**config.mk**
```make
export PLATFORM = sky130hd
export DESIGN_NAME = snrc_top
export DESIGN_NICKNAME = d
export VERILOG_FILES = /design/src/snrc_pkg.sv /design/src/snrc_pacer.sv /design/src/snrc_top.sv
export SDC_FILE = /design/constraint.sdc
export NUM_CORES = 1
export LEC_CHECK = 0
export ABC_AREA = 1
export BUFFER_PORTS_ARGS = -buffer_cell sky130_fd_sc_hd__buf_2
export CAP_MARGIN = 40
export CORE_UTILIZATION = 50
export CTS_BUF_LIST = sky130_fd_sc_hd__clkbuf_8
export CTS_CLUSTER_SIZE = 14
export DETAILED_ROUTE_END_ITERATION = 10
export PLACE_DENSITY = 0.74
export SLEW_MARGIN = 20
export SYNTH_ARGS = -nofsm -noshare
export SYNTH_HDL_FRONTEND = slang
export SYNTH_SLANG_ARGS = --single-unit
```
**constraint.sdc**
```tcl
create_clock -name clk -period 17.2 [get_ports clk]
set_input_delay 0.86 -clock clk [delete_from_list [all_inputs] [get_ports clk]]
set_output_delay 0.86 -clock clk [all_outputs]
set_load 0.01 [all_outputs]
```
**src/snrc_pkg.sv**
```systemverilog
// constants for the switch node routing and configuration block
package snrc_pkg;
	localparam int NLINK = 8;
	// register numbers as used on the configuration port
	localparam logic [7:0] SW_CONFIG = 8'h04;
	localparam logic [7:0] NODE_ID = 8'h05;
	localparam logic [7:0] SW_CLK_DIV = 8'h07;
	localparam logic [7:0] REF_CLK_DIV = 8'h08;
	localparam logic [7:0] SCAN_ID = 8'h09;
	localparam logic [7:0] USER_CODE = 8'h0a;
	localparam logic [7:0] DIRS_LOW = 8'h0c;
	localparam logic [7:0] DIRS_HIGH = 8'h0d;
	localparam logic [7:0] SPARE_A = 8'h10;
	localparam logic [7:0] SPARE_B = 8'h11;
	localparam logic [7:0] DBG_ORIGIN = 8'h1f;
	localparam logic [7:0] EXT_STATE_BASE = 8'h20;
	localparam logic [7:0] CORE_STATE_BASE = 8'h40;
	localparam logic [7:0] EXT_SETUP_BASE = 8'h80;
	localparam logic [7:0] LINK_IDX_MASK = 8'hf8;
	// reset values
	localparam logic [15:0] SW_DIV_RESET = 16'h0000;
	localparam logic [15:0] REF_DIV_RESET = 16'h0003;
	// field positions
	localparam int WP_BIT = 31;
	localparam int UC_USER_LSB = 18;
	localparam int DBG_SPARE_BIT = 4;
	localparam int ST_KIND_LSB = 24;
	localparam int ST_DEST_LSB = 16;
	localparam int ST_DIR_LSB = 8;
	localparam int ST_NET_LSB = 4;
	localparam int ST_JUNK_BIT = 2;
	localparam int ST_DBUSY_BIT = 1;
	localparam int ST_SBUSY_BIT = 0;
	localparam int CF_EN_BIT = 31;
	localparam int CF_WIDE_BIT = 30;
	localparam int CF_ERR_BIT = 27;
	localparam int CF_ISSUED_BIT = 26;
	localparam int CF_HOLD_BIT = 25;
	localparam int CF_CREDIT_REQUEST_TOKEN_BIT = 24;
	localparam int CF_RXRST_BIT = 23;
	localparam int CF_SYMGAP_LSB = 11;
	localparam int CF_TOKGAP_LSB = 0;
	localparam int GAP_W = 11;
	// identity values, arbitrary
	localparam logic [31:0] SCAN_ID_VALUE = 32'h0000_1001;
	localparam logic [13:0] USER_VALUE = 14'h0000;
	localparam logic [17:0] METAL_ID_VALUE = 18'h00001;
endpackage

```
**src/snrc_pacer.sv**
```systemverilog
// per-link transmit pacer holding idle gaps between symbols and tokens
`timescale 1ns/1ps
`default_nettype none
module snrc_pacer (
	// clock and reset
	input wire logic clk,
	input wire logic rst_n,
	// symbol request from the transmitter
	input wire logic sym_req,
	input wire logic sym_last,
	output logic sym_go,
	// gap settings, idle clocks minus one
	input wire logic [10:0] sym_gap,
	input wire logic [10:0] tok_gap
);
	logic [11:0] wait_reg;

	assign sym_go = sym_req && (wait_reg == 12'h000);

	// at least gap+1 idle clocks follow every sent symbol
	always_ff @(posedge clk or negedge rst_n) begin
		if (!rst_n) begin
			wait_reg <= 12'h000;
		end else if (sym_go) begin
			if (sym_last) begin
				wait_reg <= {1'b0, tok_gap} + 12'h001;
			end else begin
				wait_reg <= {1'b0, sym_gap} + 12'h001;
			end
		end else if (wait_reg != 12'h000) begin
			wait_reg <= wait_reg - 12'h001;
		end
	end
endmodule
`default_nettype wire

```
**src/snrc_top.sv**
```systemverilog
// switch node routing and configuration registers
// Functional notes
// - switch clock tick derived from PLL clock via 16-bit divider, reset zero
// - reference clock tick derived via 16-bit divider resetting to three
// - read-only user code: user value in 31:18, metal ID in 17:0
// - low direction table: eight 4-bit fields for dimensions 0 to 7
// - high direction table: eight 4-bit fields for dimensions 8 to 15
// - packets route by direction of most significant mismatching ID bit
// - 16-bit node identifier, read-write, reset zero, used for routing
// - debug origin bits 1 and 0 show which core raised latest event
// - link status bits 25:24 show connected unit kind
// - bits 23:16 show destination link while link is in use
// - external link status holds 4-bit read-write direction in 11:8
// - link status holds 2-bit network number in 5:4, reset zero
// - status bits: 2 junk packet, 1 dest busy, 0 source busy
// - eight processor link status registers without direction field
// - setup bit 31 enables or disables the external link
// - setup bit 30 selects two-wire or five-wire mode, reset zero
// - bit 27 set on receive overflow or illegal token
// - bit 26 credit issued, bit 25 credit held, both reset zero
// - writing bit 24 clears held credit and sends credit request
// - writing bit 23 resets link receiver
// - at least symbol gap plus one idle clocks between symbols
// - at least token gap plus one idle clocks between tokens
// - write-protect bit 31 of switch config blocks further writes
`timescale 1ns/1ps
`default_nettype none
module snrc_top (
	// clock and reset
	input wire logic clk,
	input wire logic resetn,
	// configuration access port
	input wire logic cfg_wr,
	input wire logic cfg_rd,
	input wire logic [7:0] cfg_addr,
	input wire logic [31:0] cfg_wdata,
	output logic [31:0] cfg_rdata,
	output logic cfg_rvalid,
	// route lookup
	input wire logic route_req,
	input wire logic [15:0] route_target,
	output logic route_valid,
	output logic route_local,
	output logic [3:0] route_dir,
	// derived clock ticks
	output logic switch_clk_tick,
	output logic ref_clk_tick,
	// debug events
	input wire logic dbg_core0_event,
	input wire logic dbg_core1_event,
	// external link state
	input wire logic [15:0] ext_kind,
	input wire logic [63:0] ext_dest,
	input wire logic [7:0] ext_junk,
	input wire logic [7:0] ext_dst_busy,
	input wire logic [7:0] ext_src_busy,
	output logic [31:0] ext_dir,
	output logic [15:0] ext_net,
	// processor link state
	input wire logic [15:0] proc_kind,
	input wire logic [63:0] proc_dest,
	input wire logic [7:0] proc_junk,
	input wire logic [7:0] proc_dst_busy,
	input wire logic [7:0] proc_src_busy,
	output logic [15:0] proc_net,
	// external link control
	output logic [7:0] link_enable,
	output logic [7:0] link_five_wire,
	input wire logic [7:0] link_rx_error,
	input wire logic [7:0] link_credit_issued,
	input wire logic [7:0] link_credit_gain,
	output logic [7:0] link_credit_request,
	output logic [7:0] link_rx_reset,
	// transmit pacing
	input wire logic [7:0] tx_sym_req,
	input wire logic [7:0] tx_sym_last,
	output logic [7:0] tx_sym_go
);
	logic rst_meta_reg;
	logic rst_n;
	logic wp_reg;
	logic [15:0] node_id_reg;
	logic [15:0] sw_div_reg;
	logic [15:0] ref_div_reg;
	logic [15:0] sw_cnt_reg;
	logic [15:0] ref_cnt_reg;
	logic [31:0] dirs_lo_reg;
	logic [31:0] dirs_hi_reg;
	logic [1:0] spare_a_reg;
	logic [1:0] spare_b_reg;
	logic [1:0] dbg_src_reg;
	logic dbg_spare_reg;
	logic [7:0] enable_reg;
	logic [7:0] wide_reg;
	logic [7:0] err_reg;
	logic [7:0] hold_reg;
	logic [87:0] sym_gap_reg;
	logic [87:0] tok_gap_reg;
	logic [31:0] rd_next;
	logic wr_ok;
	logic [2:0] li;
	logic hit_ext_st;
	logic hit_core_st;
	logic hit_setup;
	logic [15:0] mismatch;
	logic [3:0] msb_idx;
	logic [3:0] dir_next;

	// reset is released through two flops so removal is clean
	always_ff @(posedge clk or negedge resetn) begin
		if (!resetn) begin
			rst_meta_reg <= 1'b0;
			rst_n <= 1'b0;
		end else begin
			rst_meta_reg <= 1'b1;
			rst_n <= rst_meta_reg;
		end
	end

	assign li = cfg_addr[2:0];
	assign hit_ext_st = (cfg_addr & snrc_pkg::LINK_IDX_MASK) ==
		snrc_pkg::EXT_STATE_BASE;
	assign hit_core_st = (cfg_addr & snrc_pkg::LINK_IDX_MASK) ==
		snrc_pkg::CORE_STATE_BASE;
	assign hit_setup = (cfg_addr & snrc_pkg::LINK_IDX_MASK) ==
		snrc_pkg::EXT_SETUP_BASE;
	// the protect bit locks itself too, so only reset unlocks
	assign wr_ok = cfg_wr && !wp_reg;

	// node-wide control registers
	always_ff @(posedge clk or negedge rst_n) begin
		if (!rst_n) begin
			wp_reg <= 1'b0;
			node_id_reg <= 16'h0000;
			sw_div_reg <= snrc_pkg::SW_DIV_RESET;
			ref_div_reg <= snrc_pkg::REF_DIV_RESET;
			dirs_lo_reg <= 32'h0000_0000;
			dirs_hi_reg <= 32'h0000_0000;
			spare_a_reg <= 2'h0;
			spare_b_reg <= 2'h0;
		end else if (wr_ok) begin
			if (cfg_addr == snrc_pkg::SW_CONFIG) begin
				wp_reg <= cfg_wdata[snrc_pkg::WP_BIT];
			end else if (cfg_addr == snrc_pkg::NODE_ID) begin
				node_id_reg <= cfg_wdata[15:0];
			end else if (cfg_addr == snrc_pkg::SW_CLK_DIV) begin
				sw_div_reg <= cfg_wdata[15:0];
			end else if (cfg_addr == snrc_pkg::REF_CLK_DIV) begin
				ref_div_reg <= cfg_wdata[15:0];
			end else if (cfg_addr == snrc_pkg::DIRS_LOW) begin
				dirs_lo_reg <= cfg_wdata;
			end else if (cfg_addr == snrc_pkg::DIRS_HIGH) begin
				dirs_hi_reg <= cfg_wdata;
			end else if (cfg_addr == snrc_pkg::SPARE_A) begin
				spare_a_reg <= cfg_wdata[1:0];
			end else if (cfg_addr == snrc_pkg::SPARE_B) begin
				spare_b_reg <= cfg_wdata[1:0];
			end
		end
	end

	// clock dividers: a tick every divider+1 PLL clocks
	always_ff @(posedge clk or negedge rst_n) begin
		if (!rst_n) begin
			sw_cnt_reg <= 16'h0000;
			ref_cnt_reg <= 16'h0000;
		end else begin
			sw_cnt_reg <= (sw_cnt_reg >= sw_div_reg) ? 16'h0000 :
				sw_cnt_reg + 16'h0001;
			ref_cnt_reg <= (ref_cnt_reg >= ref_div_reg) ? 16'h0000 :
				ref_cnt_reg + 16'h0001;
		end
	end
	assign switch_clk_tick = rst_n && (sw_cnt_reg >= sw_div_reg);
	assign ref_clk_tick = rst_n && (ref_cnt_reg >= ref_div_reg);

	// debug origin: an event in the same cycle as a write wins
	always_ff @(posedge clk or negedge rst_n) begin
		if (!rst_n) begin
			dbg_src_reg <= 2'h0;
			dbg_spare_reg <= 1'b0;
		end else begin
			if (dbg_core0_event || dbg_core1_event) begin
				dbg_src_reg <= {dbg_core1_event, dbg_core0_event};
			end else if (wr_ok && cfg_addr == snrc_pkg::DBG_ORIGIN) begin
				dbg_src_reg <= cfg_wdata[1:0];
			end
			if (wr_ok && cfg_addr == snrc_pkg::DBG_ORIGIN) begin
				dbg_spare_reg <= cfg_wdata[snrc_pkg::DBG_SPARE_BIT];
			end
		end
	end

	// per-link direction and network fields
	always_ff @(posedge clk or negedge rst_n) begin
		if (!rst_n) begin
			ext_dir <= 32'h0000_0000;
			ext_net <= 16'h0000;
			proc_net <= 16'h0000;
		end else if (wr_ok && hit_ext_st) begin
			ext_dir[li*4 +: 4] <=
				cfg_wdata[snrc_pkg::ST_DIR_LSB +: 4];
			ext_net[li*2 +: 2] <=
				cfg_wdata[snrc_pkg::ST_NET_LSB +: 2];
		end else if (wr_ok && hit_core_st) begin
			proc_net[li*2 +: 2] <=
				cfg_wdata[snrc_pkg::ST_NET_LSB +: 2];
		end
	end

	// link setup: enable, width, gaps, and one-shot commands
	always_ff @(posedge clk or negedge rst_n) begin
		if (!rst_n) begin
			enable_reg <= 8'h00;
			wide_reg <= 8'h00;
			sym_gap_reg <= 88'h0;
			tok_gap_reg <= 88'h0;
			link_credit_request <= 8'h00;
			link_rx_reset <= 8'h00;
		end else begin
			link_credit_request <= 8'h00;
			link_rx_reset <= 8'h00;
			if (wr_ok && hit_setup) begin
				enable_reg[li] <= cfg_wdata[snrc_pkg::CF_EN_BIT];
				wide_reg[li] <= cfg_wdata[snrc_pkg::CF_WIDE_BIT];
				sym_gap_reg[li*11 +: 11] <=
					cfg_wdata[snrc_pkg::CF_SYMGAP_LSB +: 11];
				tok_gap_reg[li*11 +: 11] <=
					cfg_wdata[snrc_pkg::CF_TOKGAP_LSB +: 11];
				link_credit_request[li] <=
					cfg_wdata[snrc_pkg::CF_CREDIT_REQUEST_TOKEN_BIT];
				link_rx_reset[li] <= cfg_wdata[snrc_pkg::CF_RXRST_BIT];
			end
		end
	end
	assign link_enable = enable_reg;
	assign link_five_wire = wide_reg;

	// sticky error and held credit; hardware set wins over the clear
	always_ff @(posedge clk or negedge rst_n) begin
		if (!rst_n) begin
			err_reg <= 8'h00;
			hold_reg <= 8'h00;
		end else begin
			for (int i = 0; i < snrc_pkg::NLINK; i++) begin
				if (link_rx_error[i]) begin
					err_reg[i] <= 1'b1;
				end else if (link_rx_reset[i]) begin
					err_reg[i] <= 1'b0;
				end
				if (link_credit_gain[i]) begin
					hold_reg[i] <= 1'b1;
				end else if (wr_ok && hit_setup && li == i[2:0] &&
					cfg_wdata[snrc_pkg::CF_CREDIT_REQUEST_TOKEN_BIT]) begin
					hold_reg[i] <= 1'b0;
				end
			end
		end
	end

	// routing by the highest differing identifier bit
	assign mismatch = route_target ^ node_id_reg;
	always_comb begin
		msb_idx = 4'h0;
		for (int i = 0; i < 16; i++) begin
			if (mismatch[i]) begin
				msb_idx = i[3:0];
			end
		end
		if (msb_idx[3]) begin
			dir_next = dirs_hi_reg[msb_idx[2:0]*4 +: 4];
		end else begin
			dir_next = dirs_lo_reg[msb_idx[2:0]*4 +: 4];
		end
	end

	always_ff @(posedge clk or negedge rst_n) begin
		if (!rst_n) begin
			route_valid <= 1'b0;
			route_local <= 1'b0;
			route_dir <= 4'h0;
		end else begin
			route_valid <= route_req;
			if (route_req) begin
				route_local <= (mismatch == 16'h0000);
				route_dir <= dir_next;
			end
		end
	end

	// read mux; reserved and write-only bits read as zero
	always_comb begin
		rd_next = 32'h0000_0000;
		if (cfg_addr == snrc_pkg::SW_CONFIG) begin
			rd_next[snrc_pkg::WP_BIT] = wp_reg;
		end else if (cfg_addr == snrc_pkg::NODE_ID) begin
			rd_next[15:0] = node_id_reg;
		end else if (cfg_addr == snrc_pkg::SW_CLK_DIV) begin
			rd_next[15:0] = sw_div_reg;
		end else if (cfg_addr == snrc_pkg::REF_CLK_DIV) begin
			rd_next[15:0] = ref_div_reg;
		end else if (cfg_addr == snrc_pkg::SCAN_ID) begin
			rd_next = snrc_pkg::SCAN_ID_VALUE;
		end else if (cfg_addr == snrc_pkg::USER_CODE) begin
			rd_next = {snrc_pkg::USER_VALUE,
				snrc_pkg::METAL_ID_VALUE};
		end else if (cfg_addr == snrc_pkg::DIRS_LOW) begin
			rd_next = dirs_lo_reg;
		end else if (cfg_addr == snrc_pkg::DIRS_HIGH) begin
			rd_next = dirs_hi_reg;
		end else if (cfg_addr == snrc_pkg::SPARE_A) begin
			rd_next[1:0] = spare_a_reg;
		end else if (cfg_addr == snrc_pkg::SPARE_B) begin
			rd_next[1:0] = spare_b_reg;
		end else if (cfg_addr == snrc_pkg::DBG_ORIGIN) begin
			rd_next[snrc_pkg::DBG_SPARE_BIT] = dbg_spare_reg;
			rd_next[1:0] = dbg_src_reg;
		end else if (hit_ext_st) begin
			rd_next[snrc_pkg::ST_KIND_LSB +: 2] = ext_kind[li*2 +: 2];
			if (ext_src_busy[li] || ext_dst_busy[li]) begin
				rd_next[snrc_pkg::ST_DEST_LSB +: 8] =
					ext_dest[li*8 +: 8];
			end
			rd_next[snrc_pkg::ST_DIR_LSB +: 4] = ext_dir[li*4 +: 4];
			rd_next[snrc_pkg::ST_NET_LSB +: 2] = ext_net[li*2 +: 2];
			rd_next[snrc_pkg::ST_JUNK_BIT] = ext_junk[li];
			rd_next[snrc_pkg::ST_DBUSY_BIT] = ext_dst_busy[li];
			rd_next[snrc_pkg::ST_SBUSY_BIT] = ext_src_busy[li];
		end else if (hit_core_st) begin
			rd_next[snrc_pkg::ST_KIND_LSB +: 2] = proc_kind[li*2 +: 2];
			if (proc_src_busy[li] || proc_dst_busy[li]) begin
				rd_next[snrc_pkg::ST_DEST_LSB +: 8] = proc_dest[li*8 +: 8];
			end
			rd_next[snrc_pkg::ST_NET_LSB +: 2] = proc_net[li*2 +: 2];
			rd_next[snrc_pkg::ST_JUNK_BIT] = proc_junk[li];
			rd_next[snrc_pkg::ST_DBUSY_BIT] = proc_dst_busy[li];
			rd_next[snrc_pkg::ST_SBUSY_BIT] = proc_src_busy[li];
		end else if (hit_setup) begin
			rd_next[snrc_pkg::CF_EN_BIT] = enable_reg[li];
			rd_next[snrc_pkg::CF_WIDE_BIT] = wide_reg[li];
			rd_next[snrc_pkg::CF_ERR_BIT] = err_reg[li];
			rd_next[snrc_pkg::CF_ISSUED_BIT] = link_credit_issued[li];
			rd_next[snrc_pkg::CF_HOLD_BIT] = hold_reg[li];
			rd_next[snrc_pkg::CF_SYMGAP_LSB +: 11] = sym_gap_reg[li*11 +: 11];
			rd_next[snrc_pkg::CF_TOKGAP_LSB +: 11] = tok_gap_reg[li*11 +: 11];
		end
	end

	always_ff @(posedge clk or negedge rst_n) begin
		if (!rst_n) begin
			cfg_rdata <= 32'h0000_0000;
			cfg_rvalid <= 1'b0;
		end else begin
			cfg_rvalid <= cfg_rd;
			if (cfg_rd) begin
				cfg_rdata <= rd_next;
			end
		end
	end

	// one pacer per external link; disabled links never send
	for (genvar g = 0; g < snrc_pkg::NLINK; g++) begin : g_pace
		snrc_pacer u_pacer (
			.clk(clk),
			.rst_n(rst_n),
			.sym_req(tx_sym_req[g] && enable_reg[g]),
			.sym_last(tx_sym_last[g]),
			.sym_go(tx_sym_go[g]),
			.sym_gap(sym_gap_reg[g*11 +: 11]),
			.tok_gap(tok_gap_reg[g*11 +: 11])
		);
	end

	property p_route_dim0;
		@(posedge clk) disable iff (!rst_n)
		route_req && ((route_target ^ node_id_reg) == 16'h0001) |=>
			route_valid && !route_local && route_dir == dirs_lo_reg[3:0];
	endproperty
	a_route_dim0: assert property (p_route_dim0) else $error("bad dim0 route");

	property p_route_dim15;
		@(posedge clk) disable iff (!rst_n)
		route_req && mismatch[15] |=> route_dir == dirs_hi_reg[31:28];
	endproperty
	a_route_dim15: assert property (p_route_dim15) else $error("bad dim15 route");

	property p_write_lock;
		@(posedge clk) disable iff (!rst_n)
		wp_reg && cfg_wr |=> $stable(node_id_reg) && $stable(dirs_lo_reg) && wp_reg;
	endproperty
	a_write_lock: assert property (p_write_lock) else $error("locked write took");

	property p_dbg_core1;
		@(posedge clk) disable iff (!rst_n)
		dbg_core1_event && !dbg_core0_event |=> dbg_src_reg == 2'h2;
	endproperty
	a_dbg_core1: assert property (p_dbg_core1) else $error("debug origin wrong");

	property p_credit_gain;
		@(posedge clk) disable iff (!rst_n)
		link_credit_gain[0] |=> hold_reg[0];
	endproperty
	a_credit_gain: assert property (p_credit_gain) else $error("credit gain lost");

	property p_credit_request_token;
		@(posedge clk) disable iff (!rst_n)
		wr_ok && cfg_addr == snrc_pkg::EXT_SETUP_BASE && cfg_wdata[24] &&
			!link_credit_gain[0] |=> !hold_reg[0] && link_credit_request[0]
			##1 !link_credit_request[0];
	endproperty
	a_credit_request_token: assert property (p_credit_request_token) else $error("credit request wrong");

	property p_rx_reset;
		@(posedge clk) disable iff (!rst_n)
		wr_ok && cfg_addr == snrc_pkg::EXT_SETUP_BASE && cfg_wdata[23] |=>
			link_rx_reset[0] ##1 !link_rx_reset[0];
	endproperty
	a_rx_reset: assert property (p_rx_reset) else $error("rx reset pulse wrong");

	property p_err_sticky;
		@(posedge clk) disable iff (!rst_n)
		link_rx_error[3] |=> err_reg[3] [*2];
	endproperty
	a_err_sticky: assert property (p_err_sticky) else $error("error flag dropped");

	property p_sym_gap;
		@(posedge clk) disable iff (!rst_n)
		tx_sym_go[0] |=> !tx_sym_go[0];
	endproperty
	a_sym_gap: assert property (p_sym_gap) else $error("no idle gap");

	property p_ref_read;
		@(posedge clk) disable iff (!rst_n)
		cfg_rd && cfg_addr == snrc_pkg::REF_CLK_DIV |=>
			cfg_rvalid && cfg_rdata == {16'h0000, $past(ref_div_reg)};
	endproperty
	a_ref_read: assert property (p_ref_read) else $error("ref divider read wrong");
endmodule
`default_nettype wire
```
# After elaboration in Yosys (flattened, before gate mapping)
# Index checks and enable logic that the tools add are counted.
# word_totals
reg_bits	577
latchBits	0
ram_bits	0
romBits	0
inputBits	311
n_memories	0
# op_classes
addsub	29
mul	1
n_div	0
n_lt_le_gt_ge	4
eq_ne	21
shift	18
mux	170
n_bitwise	11
n_reduce_logical	96
# ops
op	n
22-bit 2-to-1 mux	14
12-bit 2-to-1 mux	24
11-bit by 1-bit adder with 12-bit output (second input constant)	16
88-bit bitwise mux	2
11-bit by 34-bit variable part select with 88-bit output	2
88-bit by 8-bit variable part select with 11-bit output	2
16-bit 2-to-1 mux	8
64-bit by 7-bit variable part select with 8-bit output	2
12-bit logical NOT	8
32-bit 2-to-1 mux	3
12-bit nonzero test	8
32-bit by 6-bit variable part select with 4-bit output	3
12-bit by 1-bit subtractor with 12-bit output (second input constant)	8
11-bit by 34-bit variable shift with 88-bit output (first input constant)	1
4-bit 2-to-1 mux	17
16-bit by 5-bit variable part select with 2-bit output	4
26-bit 2-to-1 mux	2
1-bit 2-to-1 mux	50
2-bit nonzero test	25
8-bit by 4-bit == test with 1-bit output (second input constant)	5
1-bit logical AND	40
2-bit 2-to-1 mux	19
4-bit negator with 34-bit output	1
5-bit negator with 34-bit output	1
45 further kinds	85

# Depth between registers and ports, before layout
# depth
ltp_word	29
mapped_depth	23

# Hierarchy
# From an unflattened synthesis, not the netlist that was laid out.
# hier_totals
cells_unflattened	4999
hier_area_um2	36344.9
# by_module_without_submodules
module	n_inst	cells_each	area_per_inst_um2	seq_area_each_um2
snrc_top	1	3123	24810.0	12039.0
snrc_pacer (g_pace[0].u_pacer ...)	7	239	1465.2	300.3
snrc_pacer (g_pace[7].u_pacer)	1	203	1278.7	300.3

# Least setup slack after synthesis
# Ideal clock, no wire load.
# synth_timing
path_type	register to output
startpoint	reg rst_n
endpoint	out ref_clk_tick
arrival_ps	13335
required_ps	16340
setup_slack_ps	3005
path_stages_with_launch	3
path_buffers	0
path_cell_list	dfrtp_1 > nand2_1 > inv_1
# synth_between
elab_chain_len	1
# synth_lines
element	line	rtl
from (decl)	snrc_top.sv:80	logic rst_n;
from (signal assigned)	snrc_top.sv:116	rst_n <= rst_meta_reg;
1-bit logical AND	snrc_top.sv:175	assign ref_clk_tick = rst_n && (ref_cnt_reg >= ref_div_reg);
to (decl)	snrc_top.sv:47	output logic ref_clk_tick,
# No other way between the ends.

# Worst setup path in the final report
# layout_timing
startpoint	in cfg_addr[2]
endpoint	reg cfg_rdata[22]
# layout_between
elab_chain_len	17
# layout_lines
element	line	rtl
from (decl)	snrc_top.sv:35	input wire logic [7:0] cfg_addr,
parallel branches: the longest is 16 deep, another holds 64-bit by 7-bit variable part select with 8-bit output	n/a	
31-bit 2-to-1 mux (*)	snrc_top.sv:294	if (cfg_addr == snrc_pkg::SW_CONFIG) begin
to (signal assigned)	snrc_top.sv:356	cfg_rdata <= rd_next;
to (decl)	snrc_top.sv:37	output logic [31:0] cfg_rdata,
# Every way passes the cells marked *. The select of a mux whose other input is x is not followed.
# A chain may end at the register's enable or synchronous reset.

==> flow_metrics.tcl <==
set metrics [dict create \
    first_iter_violations 3848 \
    synth_top_cell_area_share_pct 43.5 \
    synth-edff-count 0 \
    outcome "complete, no violations" \
    syn_inst 4365 \
    ys_seq_area_share_pct 43.6 \
    overflow 0 \
    synth_top_family_by_area "simple AND/OR/NAND/NOR gates" \
    cp.arrival_ns 4.70 \
    clk_pin_slew_ns 0.06 \
    synth.ff_latch_count 577 \
    p_per_area_nw_per_um2 87.7 \
    fmax_ghz 0.246 \
    async_reset_ff_share_pct 100 \
    yosys.area_share.simple_pct 22.6 \
    drc_errors 0 \
    reg2reg_depth 11 \
    grt_pass1_wl_mm 189 \
    dpl_cell_area_sq_um 36100 \
    cp_max_fo 32 \
    die_area_sq_um 67200 \
    start_util_pct 51.0 \
    cts_resized 0 \
    synth_compound_area_share_pct 19.3 \
    vias 33468 \
    cts.path.max_buffers 3 \
    antenna_found_initial 17 \
    r2r-start "wp_reg$_DFFE_PN0P_" \
    fin_crit_sh_pct 23.6 \
    vdd_ir_drop_max_mv 0.0648 \
    fin_skew_ns 0.0482 \
    timing.rr.end "tok_gap_reg[39]$_DFFE_PN0P_" \
    routabilityCongestion 0.980 \
    utilization_pct 58.9 \
    viasPerCell 5.86 \
    worst_pin_slew_ns 1.02 \
    grt_pass1_vias 31439 \
    drtPass1Iterations 7 \
    wl_per_cell_microns 22.1 \
    syn_to_final_growth_pct 15.6 \
    htree_num_levels 3 \
    yosys_most_used_dff "dfrtp_1" \
    postRouteAntennaNets 0 \
    largest_reg_flops 96 \
    rsz0062_at_grt "false" \
    leakagePower_nw 18.4 \
    slew_viol_final 0 \
    ys_top_cells_by_count "973 x nand2_1, 677 x o21ai_0, 575 x dfrtp_1" \
    die-width_microns 259 \
    end_kind "register" \
    fin_setup_tns_ns 0 \
    setup_violations 0 \
    cts.sinks 577 \
    path_class "in -> reg" \
    cts_tree "built" \
    fp.dieH_microns 259 \
    syn_area_sq_um 33100 \
    synth_fa_ha_area_share_pct 2.12 \
    nNetsFinal 5140 \
    syn_avg_cell_area_sq_um 7.58 \
    fin_area_sq_um 38300 \
    min_period_ns 4.06 \
    post-dp-hpwl_mm 94.4 \
    root_buffer "clkbuf_8" \
    reg2reg_slack_ns 14.20 \
    holdWs_ns 0.0944 \
    cp_data_required_time_ns 17.84 \
    startpoint_type "primary input" \
    slew_headroom_pct 31.7 \
    track_usage_pct 37.2 \
    core_area_sq_um 64900 \
    yosys_warnings 0 \
    synthXorXnorAreaFrac_pct 3.02 \
    clk_latency_ns 0.74 \
    placementRows 93 \
    worstHoldPathType "reg -> async" \
    hold_viol_final 0 \
    io_buffer_count 455 \
    synthMuxAreaShare_pct 1.14 \
    syn-num-nets 4732 \
    yosys.area.top_type "dfrtp_1" \
    nFillCells 5994 \
    cts_buffers 100 \
    wl_mm 126 \
    drive_gt1_share_pct 15.5 \
    yosysMostFrequentCell "nand2_1" \
    cap_violations 0 \
    synth_cell_types 76 \
    synth_area_leaders "dfrtp_1 43%, nand2_1 11%, o21ai_0 10%" \
    ios 456 \
    grt_max_degree 177 \
]
==> cell families after synthesis <==
group | Yosys count
multiplexers | 37
XOR/XNOR | 112
flip-flops | 577
AO/OA/AOI/OAI | 1150
adder cells (fa/ha/maj) | 56
other | 1
AND/OR/NAND/NOR | 1762
buffers and inverters | 670
==> critical path, stage by stage <==
cell	delay [ns]
buf_2	0.26
nand2_2	0.49
inv_2	0.45
buf_4	0.51
o21ai_0	0.16
o21ai_0	0.26
nor2_1	0.10
nand2_2	0.41
nand4_1	0.18
o21ai_0	0.48
nand2_1	0.17
a21oi_1	0.16
a21oi_1	0.05
o21ai_0	0.15
==> final cells by class <==
type	instances	area (sq um)	share of cell area, %
clock buffer	122	1680	4.39
multi-input combinational	3118	16000	41.8
antenna	9	22.5	0.0589
inverter	453	1710	4.47
clock inverter	57	327	0.853
sequential	577	14400	37.8
tap	855	1070	2.80
timing repair buffer	523	3020	7.89
==> power breakdown <==
part | switching [mW] | total, mW | internal, mW
sequential | 0.0738 | 1.51 | 1.44
clock | 0.602 | 1.27 | 0.672
combinational | 0.367 | 0.566 | 0.199
total | 1.04 | 3.36 | 2.31
==> layer usage <==
metal / routed length (microns) / GRT usage, %
met1: 48700 / 47.9
met5: 95 / 0
met2: 55600 / 56.7
met4: 6640 / 18.7
met3: 15200 / 11.1
==> cells in the final DEF, fill, tap and decap left out, types with 56 or more instances in the layout <==
cell type	instances
nand2_1	968
o21ai_0	677
dfrtp_1	574
inv_1	465
buf_2	461
nor2_1	382
a21oi_1	236
nand3_1	186
clkbuf_8	123
nor3_1	73
xor2_1	58
ha_1	56
==> through the flow <==
step	instances	worst slack [ns]	total power, mW
finish	5714	13.14	3.36
global route	5709	12.84	3.49
CTS	5697	13.25	3.35
detailed placement	5517	12.62	2.09
global placement	5497	12.68	2.07
floorplan	4365	7.79	1.87
==> worst max path at each step <==
stage	startpoint	to	slack (ns)
2_1_floorplan	rst_n$_DFF_PN0_	cfg_rdata[0]$_DFFE_PN0P_	7.79
3_3_place_gp	cfg_addr[0]	sym_gap_reg[47]$_DFFE_PN0P_	12.68
3_5_place_dp	cfg_addr[2]	cfg_rdata[22]$_DFFE_PN0P_	12.62
4_1_cts	sw_div_reg[0]$_DFFE_PN0P_	switch_clk_tick	13.25
5_1_grt	cfg_addr[0]	cfg_rdata[22]$_DFFE_PN0P_	12.84
6_report	cfg_addr[2]	cfg_rdata[22]$_DFFE_PN0P_	13.14
==> repair_timing <==
action	4_1_cts	5_1_grt
hold buffers	1	0
buffers inserted	0	0
setup endpoints to repair	0	0
hold endpoints to repair	2	0
Note: power is estimated with default switching activity, not from simulation.
